**config.mk**
```make
export PLATFORM = sky130hd
export DESIGN_NAME = sfc_frontend
export DESIGN_NICKNAME = d
export VERILOG_FILES = /design/src/inc/sfc_pkg.sv /design/src/verilog/sfc_sync.sv /design/src/verilog/sfc_buf.sv /design/src/verilog/sfc_frontend.sv
export SDC_FILE = /design/constraint.sdc
export NUM_CORES = 1
export LEC_CHECK = 0
export CAP_MARGIN = 40
export CORE_MARGIN = 1.5
export CORE_UTILIZATION = 35
export CTS_CLUSTER_DIAMETER = 150
export DETAILED_ROUTE_END_ITERATION = 8
export DONT_BUFFER_PORTS = 1
export GPL_TIMING_DRIVEN = 0
export PLACE_DENSITY = 0.45
export SYNTH_ARGS = -nofsm -noshare
export SYNTH_HDL_FRONTEND = slang
export SYNTH_SLANG_ARGS = --single-unit
```
**constraint.sdc**
```tcl
create_clock -name clk_in -period 3.05 [get_ports clk_in]
set_input_delay 0.4575 -clock clk_in [delete_from_list [all_inputs] [get_ports clk_in]]
set_output_delay 0.4575 -clock clk_in [all_outputs]
set_load 0.1 [all_outputs]
```
**src/inc/sfc_pkg.sv**
```systemverilog
// Shared constants, types and the opcode decoder of the serial flash command front end.
// Assumes it is compiled before every module that imports it.
package sfc_pkg;

    // Lane codes: a phase moves 1 << code bits per serial clock.
    localparam logic [1:0] SFC_LN1 = 2'h0;
    localparam logic [1:0] SFC_LN2 = 2'h1;
    localparam logic [1:0] SFC_LN4 = 2'h2;

    // Output enables of the data lanes, pin order {hold, wp, so, si}.
    localparam logic [3:0] SFC_OE_X1 = 4'h2;
    localparam logic [3:0] SFC_OE_X2 = 4'h3;
    localparam logic [3:0] SFC_OE_X4 = 4'hF;

    // Supported opcodes.
    localparam logic [7:0] SFC_OP_READ  = 8'h03;
    localparam logic [7:0] SFC_OP_FAST  = 8'h0B;
    localparam logic [7:0] SFC_OP_DOUT  = 8'h3B;
    localparam logic [7:0] SFC_OP_DIO   = 8'hBB;
    localparam logic [7:0] SFC_OP_QOUT  = 8'h6B;
    localparam logic [7:0] SFC_OP_QIO   = 8'hEB;
    localparam logic [7:0] SFC_OP_WQIO  = 8'hE7;
    localparam logic [7:0] SFC_OP_WRAP  = 8'h77;
    localparam logic [7:0] SFC_OP_WREN  = 8'h06;
    localparam logic [7:0] SFC_OP_VWREN = 8'h50;
    localparam logic [7:0] SFC_OP_WRDI  = 8'h04;
    localparam logic [7:0] SFC_OP_PP    = 8'h02;
    localparam logic [7:0] SFC_OP_QPP   = 8'h32;
    localparam logic [7:0] SFC_OP_RSTEN = 8'h66;
    localparam logic [7:0] SFC_OP_RST   = 8'h99;
    localparam logic [7:0] SFC_OP_DPD   = 8'hB9;
    localparam logic [7:0] SFC_OP_RDPD  = 8'hAB;

    // Dummy clock counts.
    localparam logic [4:0] SFC_DUM_FAST = 5'h08;
    localparam logic [4:0] SFC_DUM_QIO  = 5'h04;
    localparam logic [4:0] SFC_DUM_WQIO = 5'h02;
    localparam logic [4:0] SFC_DUM_WRAP = 5'h06;

    // Bit counts of the address and of one byte.
    localparam logic [4:0] SFC_ADDR_BITS = 5'h18;
    localparam logic [4:0] SFC_BYTE_BITS = 5'h08;
    localparam int         SFC_ADDR_W    = 19;

    // Mode byte pattern that keeps continuous read armed.
    localparam logic [7:0] SFC_CONT_MASK  = 8'h30;
    localparam logic [7:0] SFC_CONT_MATCH = 8'h20;

    // Meaningful bits of the wrap setup byte, and the byte sent when no read data waits.
    localparam logic [7:0] SFC_WRAP_MASK = 8'h70;
    localparam logic [7:0] SFC_IDLE_BYTE = 8'hFF;

    // Reset value of the synchronised pins {cs_n, sck, io[3:0]}.
    localparam logic [5:0] SFC_PIN_RST = 6'h20;

    // Frame phases.
    typedef enum logic [2:0] {
        SFC_IDLE,
        SFC_OPC,
        SFC_ADDR,
        SFC_MODE,
        SFC_DUMMY,
        SFC_RDATA,
        SFC_WDATA,
        SFC_SKIP
    } sfc_phase_e;

    // Decoded shape of one command.
    typedef struct packed {
        logic       ok;
        logic       addr;
        logic [1:0] alane;
        logic       mode;
        logic [4:0] dummy;
        logic       rd;
        logic       wr;
        logic [1:0] dlane;
    } sfc_cmd_s;

    // Maps an opcode to its phases; unknown opcodes come back with ok low.
    function automatic sfc_cmd_s sfc_decode(input logic [7:0] op);
        sfc_cmd_s c;
        c    = '0;
        c.ok = 1'b1;
        case (op)
            SFC_OP_READ: begin
                c.addr = 1'b1;
                c.rd   = 1'b1;
            end
            SFC_OP_FAST, SFC_OP_DOUT, SFC_OP_QOUT: begin
                c.addr  = 1'b1;
                c.rd    = 1'b1;
                c.dummy = SFC_DUM_FAST;
                c.dlane = (op == SFC_OP_DOUT) ? SFC_LN2 : (op == SFC_OP_QOUT) ? SFC_LN4 : SFC_LN1;
            end
            SFC_OP_DIO: begin
                c.addr  = 1'b1;
                c.alane = SFC_LN2;
                c.mode  = 1'b1;
                c.rd    = 1'b1;
                c.dlane = SFC_LN2;
            end
            SFC_OP_QIO, SFC_OP_WQIO: begin
                c.addr  = 1'b1;
                c.alane = SFC_LN4;
                c.mode  = 1'b1;
                c.dummy = (op == SFC_OP_QIO) ? SFC_DUM_QIO : SFC_DUM_WQIO;
                c.rd    = 1'b1;
                c.dlane = SFC_LN4;
            end
            SFC_OP_WRAP: begin
                c.dummy = SFC_DUM_WRAP;
                c.wr    = 1'b1;
                c.dlane = SFC_LN4;
            end
            SFC_OP_PP, SFC_OP_QPP: begin
                c.addr  = 1'b1;
                c.wr    = 1'b1;
                c.dlane = (op == SFC_OP_QPP) ? SFC_LN4 : SFC_LN1;
            end
            SFC_OP_WREN, SFC_OP_VWREN, SFC_OP_WRDI, SFC_OP_RSTEN, SFC_OP_RST, SFC_OP_DPD,
            SFC_OP_RDPD: begin
                c.ok = 1'b1;
            end
            default: begin
                c.ok = 1'b0;
            end
        endcase
        return c;
    endfunction : sfc_decode

endpackage : sfc_pkg

```
**src/verilog/sfc_sync.sv**
```systemverilog
// Two flip-flop synchroniser for a bundle of pin levels.
// Assumes the inputs are asynchronous to clk_in and change slowly against it.
`timescale 1ns/100ps
module sfc_sync
    import sfc_pkg::*;
#(
    parameter int           W       = 1,
    parameter logic [W-1:0] RST_VAL = '0
) (
    input  wire logic         clk_in,
    input  wire logic         rstn_in,
    input  wire logic         ce_in,
    input  wire logic [W-1:0] d_in,
    output logic      [W-1:0] q_out
);

    typedef struct packed {
        logic [W-1:0] meta;
        logic [W-1:0] stable;
    } sfc_sync_s;

    sfc_sync_s st_reg;
    sfc_sync_s st_next;

    // The first stage is read only by the second stage.
    always_comb begin
        st_next = st_reg;
        if (ce_in) begin
            st_next.meta   = d_in;
            st_next.stable = st_reg.meta;
        end
    end

    // State register with asynchronous reset to the idle pin levels.
    always_ff @(posedge clk_in or negedge rstn_in) begin
        if (!rstn_in) begin
            st_reg <= {RST_VAL, RST_VAL};
        end else begin
            st_reg <= st_next;
        end
    end

    assign q_out = st_reg.stable;

endmodule : sfc_sync

```
**src/verilog/sfc_buf.sv**
```systemverilog
// Small first-in first-out buffer with valid and ready on both sides.
// Assumes both sides run on clk_in; ce_in low freezes it.
`timescale 1ns/100ps
module sfc_buf
    import sfc_pkg::*;
#(
    parameter int W     = 8,
    parameter int DEPTH = 2
) (
    input  wire logic         clk_in,
    input  wire logic         rstn_in,
    input  wire logic         ce_in,
    input  wire logic [W-1:0] in_data_in,
    input  wire logic         in_valid_in,
    output logic              in_ready_out,
    output logic      [W-1:0] out_data_out,
    output logic              out_valid_out,
    input  wire logic         out_ready_in
);

    localparam int AW    = (DEPTH > 1) ? $clog2(DEPTH) : 1;
    localparam int CNT_W = AW + 1;

    typedef struct packed {
        logic [DEPTH-1:0][W-1:0] mem;
        logic [AW-1:0]           wp;
        logic [AW-1:0]           rp;
        logic [CNT_W-1:0]        cnt;
    } sfc_buf_s;

    sfc_buf_s st_reg;
    sfc_buf_s st_next;
    logic     push;
    logic     pop;

    // Full and empty come straight from the fill count.
    assign in_ready_out  = (st_reg.cnt != CNT_W'(DEPTH));
    assign out_valid_out = (st_reg.cnt != '0);
    assign out_data_out  = st_reg.mem[st_reg.rp];
    assign push          = ce_in & in_valid_in & in_ready_out;
    assign pop           = ce_in & out_ready_in & out_valid_out;

    // Pointers wrap at the depth; the count tracks pushes against pops.
    always_comb begin
        st_next = st_reg;
        if (push) begin
            st_next.mem[st_reg.wp] = in_data_in;
            st_next.wp = (st_reg.wp == AW'(DEPTH - 1)) ? '0 : st_reg.wp + 1'b1;
        end
        if (pop) begin
            st_next.rp = (st_reg.rp == AW'(DEPTH - 1)) ? '0 : st_reg.rp + 1'b1;
        end
        if (push && !pop) begin
            st_next.cnt = st_reg.cnt + 1'b1;
        end else if (pop && !push) begin
            st_next.cnt = st_reg.cnt - 1'b1;
        end
    end

    // State register.
    always_ff @(posedge clk_in or negedge rstn_in) begin
        if (!rstn_in) begin
            st_reg <= '0;
        end else begin
            st_reg <= st_next;
        end
    end

endmodule : sfc_buf

```
**src/verilog/sfc_frontend.sv**
```systemverilog
// Serial command front end of a serial NOR flash: frames, decodes and moves data lanes.
// Assumes the pins are asynchronous to clk_in, the serial clock is far slower than
// clk_in, and the array side answers read requests on clk_in.
//
// Functional notes
// - Modes 0 and 3 only; sample on rising clock, change output on falling.
// - Dual-output read drives two bits per clock; input pin becomes output.
// - Dual I/O: opcode on one line, address and data on two.
// - Quad-output read drives four bits per clock on all four pins.
// - Quad I/O: address in on four pins, data out on four pins.
// - Opcode, address and data move most significant bit first.
// - Chip select deassertion ends the current command.
// - Unknown opcode starts nothing; input ignored until chip select cycles.
// - Chip select lost before opcode and address: abandon, return idle.
// - Three address bytes; upper five address bits are ignored.
// - 03h reads without dummy clocks; 0Bh inserts 8 dummy clocks.
// - 3Bh: single-line opcode and address, 8 dummy clocks, dual data.
// - BBh: dual address, 4 mode clocks, no dummy; continuous skips opcode.
// - 6Bh: single-line opcode and address, 8 dummy clocks, quad data.
// - EBh: quad address, 2 mode clocks, 4 dummy; continuous skips opcode.
// - E7h: quad address, 2 mode clocks, 2 dummy; continuous variant too.
// - 77h: no address, 6 dummy, one quad byte with D[6:4] meaningful.
// - 06h, 50h, 04h are opcode-only commands.
// - 02h single-line program; 32h single-line address, quad data.
// - 66h, 99h, B9h, ABh are opcode-only commands.
// - A byte takes 8, 4 or 2 clocks by lane count.
// - Address with mode: 12 plus 4 clocks dual, 6 plus 2 quad.
`timescale 1ns/100ps
module sfc_frontend
    import sfc_pkg::*;
#(
    parameter int ADDR_W    = SFC_ADDR_W,
    parameter int BUF_DEPTH = 2
) (
    input  wire logic              clk_in,
    input  wire logic              rstn_in,
    input  wire logic              ce_in,
    input  wire logic              cs_n_in,
    input  wire logic              sck_in,
    input  wire logic [3:0]        io_in,
    output logic      [3:0]        io_out,
    output logic      [3:0]        io_oe_out,
    output logic                   cmd_valid_out,
    output logic      [7:0]        cmd_op_out,
    output logic      [ADDR_W-1:0] cmd_addr_out,
    output logic                   cont_mode_out,
    output logic                   frame_end_out,
    input  wire logic [7:0]        rd_data_in,
    input  wire logic              rd_valid_in,
    output logic                   rd_ready_out,
    output logic      [7:0]        wr_data_out,
    output logic                   wr_valid_out,
    input  wire logic              wr_ready_in,
    output logic                   wr_overrun_out
);

    typedef struct packed {
        sfc_phase_e        phase;
        sfc_cmd_s          info;
        logic [7:0]        op;
        logic [4:0]        cnt;
        logic [23:0]       sh_in;
        logic [7:0]        sh_out;
        logic [ADDR_W-1:0] addr;
        logic [3:0]        dout;
        logic [3:0]        oe;
        logic              sck_d;
        logic              cont;
        logic              cmd_v;
        logic              end_p;
        logic              overrun;
        logic [7:0]        wbyte;
        logic              wv;
    } sfc_state_s;

    sfc_state_s st_reg;
    sfc_state_s st_next;
    logic [5:0] pins_s;
    logic       cs_n_s;
    logic       sck_s;
    logic [3:0] io_s;
    logic       wr_in_ready;
    logic       rd_take;

    // Clocks needed to move a number of bits over the lanes of a code.
    function automatic logic [4:0] lane_clks(input logic [4:0] bits, input logic [1:0] code);
        return bits >> code;
    endfunction : lane_clks

    // Number of bits that move per clock for a lane code.
    function automatic logic [2:0] lane_width(input logic [1:0] code);
        return 3'h1 << code;
    endfunction : lane_width

    // Shifts the sampled lanes in at the bottom, most significant bit first.
    function automatic logic [23:0] lane_shift(input logic [23:0] v, input logic [3:0] io,
                                               input logic [1:0] code);
        case (code)
            SFC_LN2: return {v[21:0], io[1:0]};
            SFC_LN4: return {v[19:0], io[3:0]};
            default: return {v[22:0], io[0]};
        endcase
    endfunction : lane_shift

    // Places the top bits of a byte on the data lanes.
    function automatic logic [3:0] lane_out(input logic [7:0] b, input logic [1:0] code);
        case (code)
            SFC_LN2: return {2'h0, b[7:6]};
            SFC_LN4: return b[7:4];
            default: return {2'h0, b[7], 1'h0};
        endcase
    endfunction : lane_out

    // Output enables of the data lanes for a lane code.
    function automatic logic [3:0] lane_oe(input logic [1:0] code);
        case (code)
            SFC_LN2: return SFC_OE_X2;
            SFC_LN4: return SFC_OE_X4;
            default: return SFC_OE_X1;
        endcase
    endfunction : lane_oe

    // Phase that follows dummy clocks, or that follows address and mode without them.
    function automatic sfc_phase_e data_phase(input sfc_cmd_s c);
        if (c.rd) begin
            return SFC_RDATA;
        end else if (c.wr) begin
            return SFC_WDATA;
        end
        return SFC_SKIP;
    endfunction : data_phase

    function automatic sfc_phase_e after_addr(input sfc_cmd_s c);
        return (c.dummy != '0) ? SFC_DUMMY : data_phase(c);
    endfunction : after_addr

    // Chip select, serial clock and data pins pass two flip-flops first.
    sfc_sync #(
        .W       (6),
        .RST_VAL (SFC_PIN_RST)
    ) u_sync (
        .clk_in  (clk_in),
        .rstn_in (rstn_in),
        .ce_in   (ce_in),
        .d_in    ({cs_n_in, sck_in, io_in}),
        .q_out   (pins_s)
    );

    assign cs_n_s = pins_s[5];
    assign sck_s  = pins_s[4];
    assign io_s   = pins_s[3:0];

    // Received program bytes wait here so a short array stall loses nothing.
    sfc_buf #(
        .W     (8),
        .DEPTH (BUF_DEPTH)
    ) u_wbuf (
        .clk_in        (clk_in),
        .rstn_in       (rstn_in),
        .ce_in         (ce_in),
        .in_data_in    (st_reg.wbyte),
        .in_valid_in   (st_reg.wv),
        .in_ready_out  (wr_in_ready),
        .out_data_out  (wr_data_out),
        .out_valid_out (wr_valid_out),
        .out_ready_in  (wr_ready_in)
    );

    // A read byte is taken on the falling edge that starts a new output byte.
    assign rd_take = ce_in & ~cs_n_s & ~sck_s & st_reg.sck_d &
                     (st_reg.phase == SFC_RDATA) & (st_reg.cnt == '0);
    assign rd_ready_out = rd_take;

    // Frame sequencer: phases advance on rising serial clock edges.
    always_comb begin
        logic       rise;
        logic       fall;
        logic [7:0] b;
        rise = sck_s & ~st_reg.sck_d;
        fall = ~sck_s & st_reg.sck_d;
        b    = '0;
        st_next       = st_reg;
        st_next.sck_d = sck_s;
        st_next.cmd_v = 1'b0;
        st_next.end_p = 1'b0;
        st_next.wv    = 1'b0;
        if (cs_n_s) begin
            // Chip select high closes the frame and releases the pins.
            if (st_reg.phase != SFC_IDLE) begin
                st_next.end_p = 1'b1;
            end
            st_next.phase = SFC_IDLE;
            st_next.oe    = '0;
            st_next.dout  = '0;
        end else if (st_reg.phase == SFC_IDLE) begin
            // A new frame; continuous read skips the opcode phase.
            st_next.cnt     = '0;
            st_next.overrun = 1'b0;
            st_next.phase   = st_reg.cont ? SFC_ADDR : SFC_OPC;
        end else if (rise) begin
            st_next.cnt = st_reg.cnt + 5'h01;
            case (st_reg.phase)
                SFC_OPC: begin
                    st_next.sh_in = lane_shift(st_reg.sh_in, io_s, SFC_LN1);
                    if (st_reg.cnt == SFC_BYTE_BITS - 5'h01) begin
                        st_next.cnt  = '0;
                        st_next.op   = st_next.sh_in[7:0];
                        st_next.info = sfc_decode(st_next.sh_in[7:0]);
                        if (!st_next.info.ok) begin
                            st_next.phase = SFC_SKIP;
                        end else if (st_next.info.addr) begin
                            st_next.phase = SFC_ADDR;
                        end else begin
                            st_next.cmd_v = 1'b1;
                            st_next.phase = after_addr(st_next.info);
                        end
                    end
                end
                SFC_ADDR: begin
                    st_next.sh_in = lane_shift(st_reg.sh_in, io_s, st_reg.info.alane);
                    if (st_reg.cnt == lane_clks(SFC_ADDR_BITS, st_reg.info.alane) - 5'h01) begin
                        st_next.cnt   = '0;
                        st_next.addr  = st_next.sh_in[ADDR_W-1:0];
                        st_next.cmd_v = 1'b1;
                        st_next.phase = st_reg.info.mode ? SFC_MODE : after_addr(st_reg.info);
                    end
                end
                SFC_MODE: begin
                    st_next.sh_in = lane_shift(st_reg.sh_in, io_s, st_reg.info.alane);
                    if (st_reg.cnt == lane_clks(SFC_BYTE_BITS, st_reg.info.alane) - 5'h01) begin
                        // Mode bits decide whether the next frame skips its opcode.
                        st_next.cnt   = '0;
                        st_next.cont  = ((st_next.sh_in[7:0] & SFC_CONT_MASK) == SFC_CONT_MATCH);
                        st_next.phase = after_addr(st_reg.info);
                    end
                end
                SFC_DUMMY: begin
                    if (st_reg.cnt == st_reg.info.dummy - 5'h01) begin
                        st_next.cnt   = '0;
                        st_next.phase = data_phase(st_reg.info);
                    end
                end
                SFC_WDATA: begin
                    st_next.sh_in = lane_shift(st_reg.sh_in, io_s, st_reg.info.dlane);
                    if (st_reg.cnt == lane_clks(SFC_BYTE_BITS, st_reg.info.dlane) - 5'h01) begin
                        st_next.cnt   = '0;
                        st_next.wv    = 1'b1;
                        st_next.wbyte = (st_reg.op == SFC_OP_WRAP) ?
                                        (st_next.sh_in[7:0] & SFC_WRAP_MASK) :
                                        st_next.sh_in[7:0];
                    end
                end
                default: begin
                    st_next.cnt = st_reg.cnt;
                end
            endcase
        end else if (fall && st_reg.phase == SFC_RDATA) begin
            // Data lanes turn to outputs and change on the falling edge.
            b = (st_reg.cnt != '0) ? st_reg.sh_out : rd_valid_in ? rd_data_in : SFC_IDLE_BYTE;
            st_next.oe     = lane_oe(st_reg.info.dlane);
            st_next.dout   = lane_out(b, st_reg.info.dlane);
            st_next.sh_out = b << lane_width(st_reg.info.dlane);
            st_next.cnt    = (st_reg.cnt == lane_clks(SFC_BYTE_BITS, st_reg.info.dlane) - 5'h01) ?
                             5'h00 : st_reg.cnt + 5'h01;
        end
        // A byte refused by a full buffer is flagged; the set wins over the frame clear.
        if (st_reg.wv && !wr_in_ready) begin
            st_next.overrun = 1'b1;
        end
    end

    // State register; clock enable low freezes everything.
    always_ff @(posedge clk_in or negedge rstn_in) begin
        if (!rstn_in) begin
            st_reg <= '0;
        end else if (ce_in) begin
            st_reg <= st_next;
        end
    end

    // Outputs come from the state register.
    assign io_out         = st_reg.dout;
    assign io_oe_out      = st_reg.oe;
    assign cmd_valid_out  = st_reg.cmd_v;
    assign cmd_op_out     = st_reg.op;
    assign cmd_addr_out   = st_reg.addr;
    assign cont_mode_out  = st_reg.cont;
    assign frame_end_out  = st_reg.end_p;
    assign wr_overrun_out = st_reg.overrun;

endmodule : sfc_frontend

```
==> impl_metrics.csv, run 1 <==
group,metric,value,unit
sta,setup_violations,0,
global_route,grt_pass1_vias,6023,
worst_setup_path,crit_path_end_kind,"primary output",
worst_setup_path,crit_type,"reg2out",
min_path,hold_path_class,"in2async",
power,switchingPower,1.782,mW
power,power_density,608.7,nW/um^2
synth,async_flop_share,100.0,%
clock_tree,cts_buffers,17,
synth,netlist_area,7522,sq um
routing,wire_per_inst,20.11,um
finish,final_cell_area,8632,sq um
sta,hold_ws,-0.2744,ns
finish,area_growth,14.75,%
synth,ys_top_cells_by_area,"dfrtp_1 (41%), mux2_2 (8.7%), buf_4 (3.9%), o21ai_0 (3.6%), nand2_1 (3.3%)",
finish,instances_no_fill,1087,
clock_tree,htreeDepth,4,
sta,finalMaxSlewViolations,0,
sta,clock.fmax,340.6,MHz
sta,fin_worst_skew,0.009276,ns
synth,synth_common_cells,"dfrtp_1 (122), nand2_1 (67), mux2_2 (58)",
worst_setup_path,worstPathMaxFanout,9,
power,p_leak,3.816,nW
sta,worst_slew_pin_slew,0.8770,ns
global_route,grt.overflow.total,0,
finish,final_nets,833,
finish,drive_gt1_share,20.69,%
routing,avgViaCountPerCell,5.623,
job,cap_violations,0,
synth,synth_cell_types,71,
power,swShare,33.92,%
synth,synth_top_area_share,40.59,%
run_status,status,"finished with violations",
sta,rsz0062_at_grt,"true",
finish,diodes,0,
clock_tree,numClockSinks,124,
placement,postPlaceCellArea,7964,sq um
clock_tree,cts_tree,"yes",
power,pwr-share-comb,23.9,%
synth,ys_seq_elements,124,
power,p_int,3.472,mW
worst_setup_path,reg2regPathDepth,9,
synth,syn-num-nets,806,
global_route,grt_pass1_wl,34810,um
worst_setup_path,cp-start-kind,"flop",
routing,drtIter0Drc,424,
worst_setup_path,cp.arrival,2.48,ns
global_route,grt_max_degree,125,
die,ios,68,
die,initial_utilization,35.78,%
die,die-area,22380,sq um
die,die_w,149.6,um
placement,portBuffers,0,
global_route,grt_usage,20.28,%
clock_tree,root_buffer,"clkbuf_16",
routing,postRouteAntennaNets,0,
synth,synth_area_leader_cell,"dfrtp_1",
synth,synth-edff-count,0,
placement,dpl.cell_count,1051,
routing,dr_total_vias,6112,
routing,drc_errors,0,
sta,finalCritPeriodShare,96.27,%
worst_setup_path,critical_path_required,2.59,ns
global_route,antenna_found_initial,1,
synth,yosys_warnings,0,
synth,synth.most_common_cell,"dfrtp_1",
synth,avgSynthCellArea,9.744,sq um
clock_tree,clk_latency,0.42,ns
clock_tree,path_clk_slew,0.07,ns
sta,hold_violations,124,
power,ir_worst_vdd,0.3883,mV
routing,wirelength,21860,um
finish,largest_reg_flops,54,
power,p_seq_share,35.9,%
synth,synth_ff_type,"dfrtp_1",
finish,nFillCells,2072,
die,rows,53,
sta,worst_slack,0.1138,ns
power,pwr-share-clk,40.2,%
clock_tree,cts_max_path_buffers,2,
placement,pre_cts_ws,-0.05389,ns
sta,relSlewSlack,40.92,%
placement,gp_congestion,0.8989,
run_status,violations,"hold timing",
placement,post-dp-hpwl,15670,um
die,die_h,149.6,um
routing,drt_first_pass_iters,5,
die,core,21020,sq um
synth,synth_cells,772,
sta,min_period,2.936,ns
synth,yosysSeqAreaShare,41.28,%
## worst paths after layout
check                                 from           endpoint  slack [ns]
min in group clk_in                 sck_in  u_sync.st_reg[10]        0.19
worst max register to register  st_reg[97]         st_reg[74]        0.14
worst min-delay path               rstn_in      cont_mode_out       -0.27
max in group asynchronous          rstn_in         st_reg[57]        3.07
worst min register to register  st_reg[43]         st_reg[43]        0.49
worst max-delay path            st_reg[73]       rd_ready_out        0.11
## what timing repair did
item	4_1_cts	5_1_grt
pin swaps	1	0
hold endpoints to repair	124	124
resized for setup	0	2
buffers inserted	3	0
endpoints found under the setup margin	9	9
cloned	0	0
## critical path, cell delays in order, from the launching register on
cell,delay (ns)
dfrtp_1,0.39
buf_4,0.17
inv_1,0.14
ha_1,0.17
nor4b_1,0.40
clkbuf_4,0.35
and3_1,0.22
buf_8,0.20
## metrics by stage
step	utilization (%)	power (mW)	TNS, ns
finish	41.06	5.254	0
global route	41.06	5.502	-0.006205
global placement	37.42	3.118	0
CTS	40.89	5.256	0
floorplan	-	2.785	0
detailed placement	37.88	3.125	-0.4553
## cells in the final DEF, fill, tap and decap left out, types with 4 or more instances in the layout
| master | count |
|---|---|
| a211oi_1 | 5 |
| clkbuf_16 | 17 |
| a221oi_1 | 9 |
| dfrtp_1 | 122 |
| nor2b_1 | 8 |
| a21o_1 | 4 |
| a222oi_1 | 10 |
| and3_1 | 5 |
| nand2b_1 | 13 |
| o211ai_1 | 5 |
| buf_4 | 42 |
| xor2_1 | 12 |
| buf_2 | 5 |
| a22oi_1 | 22 |
| xnor2_1 | 13 |
| nand3_1 | 15 |
| a21oi_1 | 43 |
| clkinv_4 | 4 |
| nor3_1 | 12 |
| o32ai_1 | 6 |
| ha_1 | 15 |
| mux2_4 | 9 |
| nand2_1 | 67 |
| mux2i_1 | 22 |
| o31ai_1 | 4 |
| mux2_2 | 58 |
| a22o_1 | 13 |
| inv_1 | 24 |
| o21ai_0 | 54 |
| o22ai_1 | 7 |
| clkbuf_1 | 38 |
| buf_16 | 4 |
| nor4_1 | 4 |
| nor2_1 | 43 |
| or3_1 | 4 |
## power groups by stage
stage,sequential [mW],clock [mW],combinational [mW]
2_1_floorplan,1.90,0,0.885
3_3_place_gp,1.93,0,1.18
3_5_place_dp,1.94,0,1.19
4_1_cts,1.91,2.15,1.19
5_1_grt,1.90,2.23,1.37
6_report,1.89,2.11,1.26
## logic make-up after synthesis
group                    share of synthesized area [%]
flip-flops                                       41.28
multiplexers                                     13.41
buffers and inverters                            8.084
AND/OR/NAND/NOR                                  13.11
adder cells (fa/ha/maj)                          2.495
AO/OA/AOI/OAI                                    18.50
XOR/XNOR                                         3.127
## per-layer routing
layer | routed length [um] | track usage [%] | vias to the layer above
met3 | 1255 | 4.238 | 24
met2 | 10450 | 32.30 | 216
met5 | 12 | 0 | -
met1 | 9863 | 27.52 | 3024
met4 | 274 | 6.238 | 2
li1 | - | - | 2846
## final cells by class
cell class                 count  area, sq um  area share [%]
multi-input combinational    533         3815           44.19
clock inverter                13        156.4           1.812
sequential                   124         3105           35.98
clock buffer                  19        452.9           5.247
inverter                      26        97.59           1.131
timing repair buffer           8        147.6           1.710
tap                          275        344.1           3.986
buffer                        89        513.0           5.943
Power figures use the tool's default switching activity.
==> run 2, diff against run 1 <==
- clock period: 3.05 -> 3.6 ns (I/O delays scaled with it)
==> impl_metrics.csv, run 2 (synthesis results as in run 1) <==
group,metric,value,unit
worst_setup_path,crit_type,"reg2reg",
power,p_int,2.940,mW
global_route,grt.overflow.total,0,
clock_tree,cts_tree,"yes",
worst_setup_path,r2r-start,"st_reg[97]",
worst_setup_path,crit_path_end_kind,"flop",
min_path,hold_path_class,"in2async",
sta,finalCritPeriodShare,85.01,%
finish,final_cell_mix,"dfrtp_1 (122), nand2_1 (67), mux2_2 (58)",
die,die-area,22380,sq um
worst_setup_path,worstPathMaxFanout,10,
power,finalPower,4.476,mW
clock_tree,htreeDepth,4,
finish,final_cell_area,8628,sq um
placement,pre_cts_ws,0.4961,ns
global_route,grt_max_degree,125,
die,initial_utilization,35.78,%
finish,largest_reg_flops,54,
worst_setup_path,critical_path_required,3.91,ns
routing,wirelength,21860,um
die,die_h,149.6,um
routing,wire_per_inst,20.15,um
power,pwr-share-clk,39.9,%
placement,dpl.cell_count,1051,
run_status,status,"finished, final reports clean",
global_route,grtUsageMet2,32.26,%
die,rows,53,
global_route,antenna_found_initial,1,
placement,postPlaceCellArea,7964,sq um
worst_setup_path,crit_start,"st_reg[97]",
sta,worst_slack,0.5396,ns
job,cap_violations,0,
routing,drt_first_pass_iters,5,
finish,drive_gt1_share,20.37,%
die,ios,68,
power,ir_worst_vdd,0.3289,mV
die,die_w,149.6,um
placement,post-dp-hpwl,15670,um
sta,finalMaxSlewViolations,0,
finish,post-route-util,41.05,%
global_route,top_usage_layer,"met2",
finish,final_common_cell,"dfrtp_1",
sta,worst_slew_pin_slew,0.9227,ns
routing,dr_total_vias,6095,
worst_setup_path,cp.arrival,3.37,ns
placement,gp_congestion,0.8989,
power,pwr-share-comb,24.4,%
clock_tree,cts_setup_buffers,0,
die,core,21020,sq um
power,switchingPower,1.536,mW
clock_tree,cts_max_path_buffers,2,
global_route,gr-usage-met3,4.177,%
routing,drc_errors,0,
clock_tree,root_buffer,"clkbuf_16",
clock_tree,numClockSinks,124,
routing,avgViaCountPerCell,5.618,
global_route,grt_use_met1,27.46,%
placement,portBuffers,0,
power,p_seq_share,35.7,%
power,p_leak,3.810,nW
sta,clock.fmax,326.8,MHz
finish,area_growth,14.70,%
clock_tree,path_clk_slew,0.06,ns
sta,rsz0062_at_grt,"false",
sta,setup_violations,0,
routing,postRouteAntennaNets,0,
clock_tree,clk_latency,0.42,ns
routing,drtIter0Drc,486,
sta,hold_violations,0,
power,power_density,518.7,nW/um^2
finish,diodes,0,
finish,instances_no_fill,1085,
sta,fin_worst_skew,0.008602,ns
sta,hold_ws,0.07406,ns
finish,final_nets,831,
global_route,grt_pass1_vias,6015,
clock_tree,cts_buffers,17,
sta,relSlewSlack,37.84,%
sta,setup_tns,0,ns
global_route,grt_usage,20.23,%
power,swShare,34.31,%
sta,min_period,3.060,ns
worst_setup_path,cp-start-kind,"flop",
global_route,grt_pass1_wl,34760,um
run 2: power groups by stage:
stage               Combinational, mW  Clock, mW  Sequential (mW)
floorplan                       0.750          0             1.61
global placement                 1.00          0             1.64
detailed placement               1.01          0             1.64
CTS                              1.04       1.83             1.62
global route                     1.19       1.89             1.61
finish                           1.09       1.78             1.60
run 2: worst paths after layout:
| kind | endpoint | slack (ns) | depth (start not counted) |
|---|---|---|---|
| hold reg to reg | st_reg[43] | 0.49 | 2 |
| max in group asynchronous | st_reg[52] | 3.01 | 1 |
| setup / recovery | cmd_addr_out[15] | 0.54 | 9 |
| hold / removal | st_reg[73] | 0.07 | 1 |
| min in group clk_in | u_sync.st_reg[10] | 0.27 | 1 |
| setup reg to reg | cmd_addr_out[15] | 0.54 | 9 |
run 2: metal layers:
layer  routed length, um  part of all wire [%]
met5                  12                 0.055
met4                 268                   1.2
met3                1165                   5.3
met2               10380                    47
met1               10030                    46
run 2: repair_timing:
item                                    CTS  global route
hold buffers                              1             0
gates resized for setup                   0             0
endpoints found under the setup margin    0             0
endpoints found under the hold margin   124             0
run 2: layout make-up:
class / instances / area [sq um]
tap: 275 / 344.1
clock buffer: 19 / 452.9
sequential: 124 / 3105
multi-input combinational: 533 / 3809
inverter: 26 / 97.59
buffer: 89 / 510.5
clock inverter: 13 / 156.4
timing repair buffer: 6 / 152.6
fill: 2065 / 12390
run 2: worst max-delay path: stages (launching register included):
cell and delay, ns:
dfrtp_1 0.46, inv_1 0.12, ha_1 0.30, buf_6 0.16
xnor2_2 0.14, xnor2_1 0.15, or2_4 0.28, nor4_4 0.75
buf_6 0.28, mux2_4 0.31
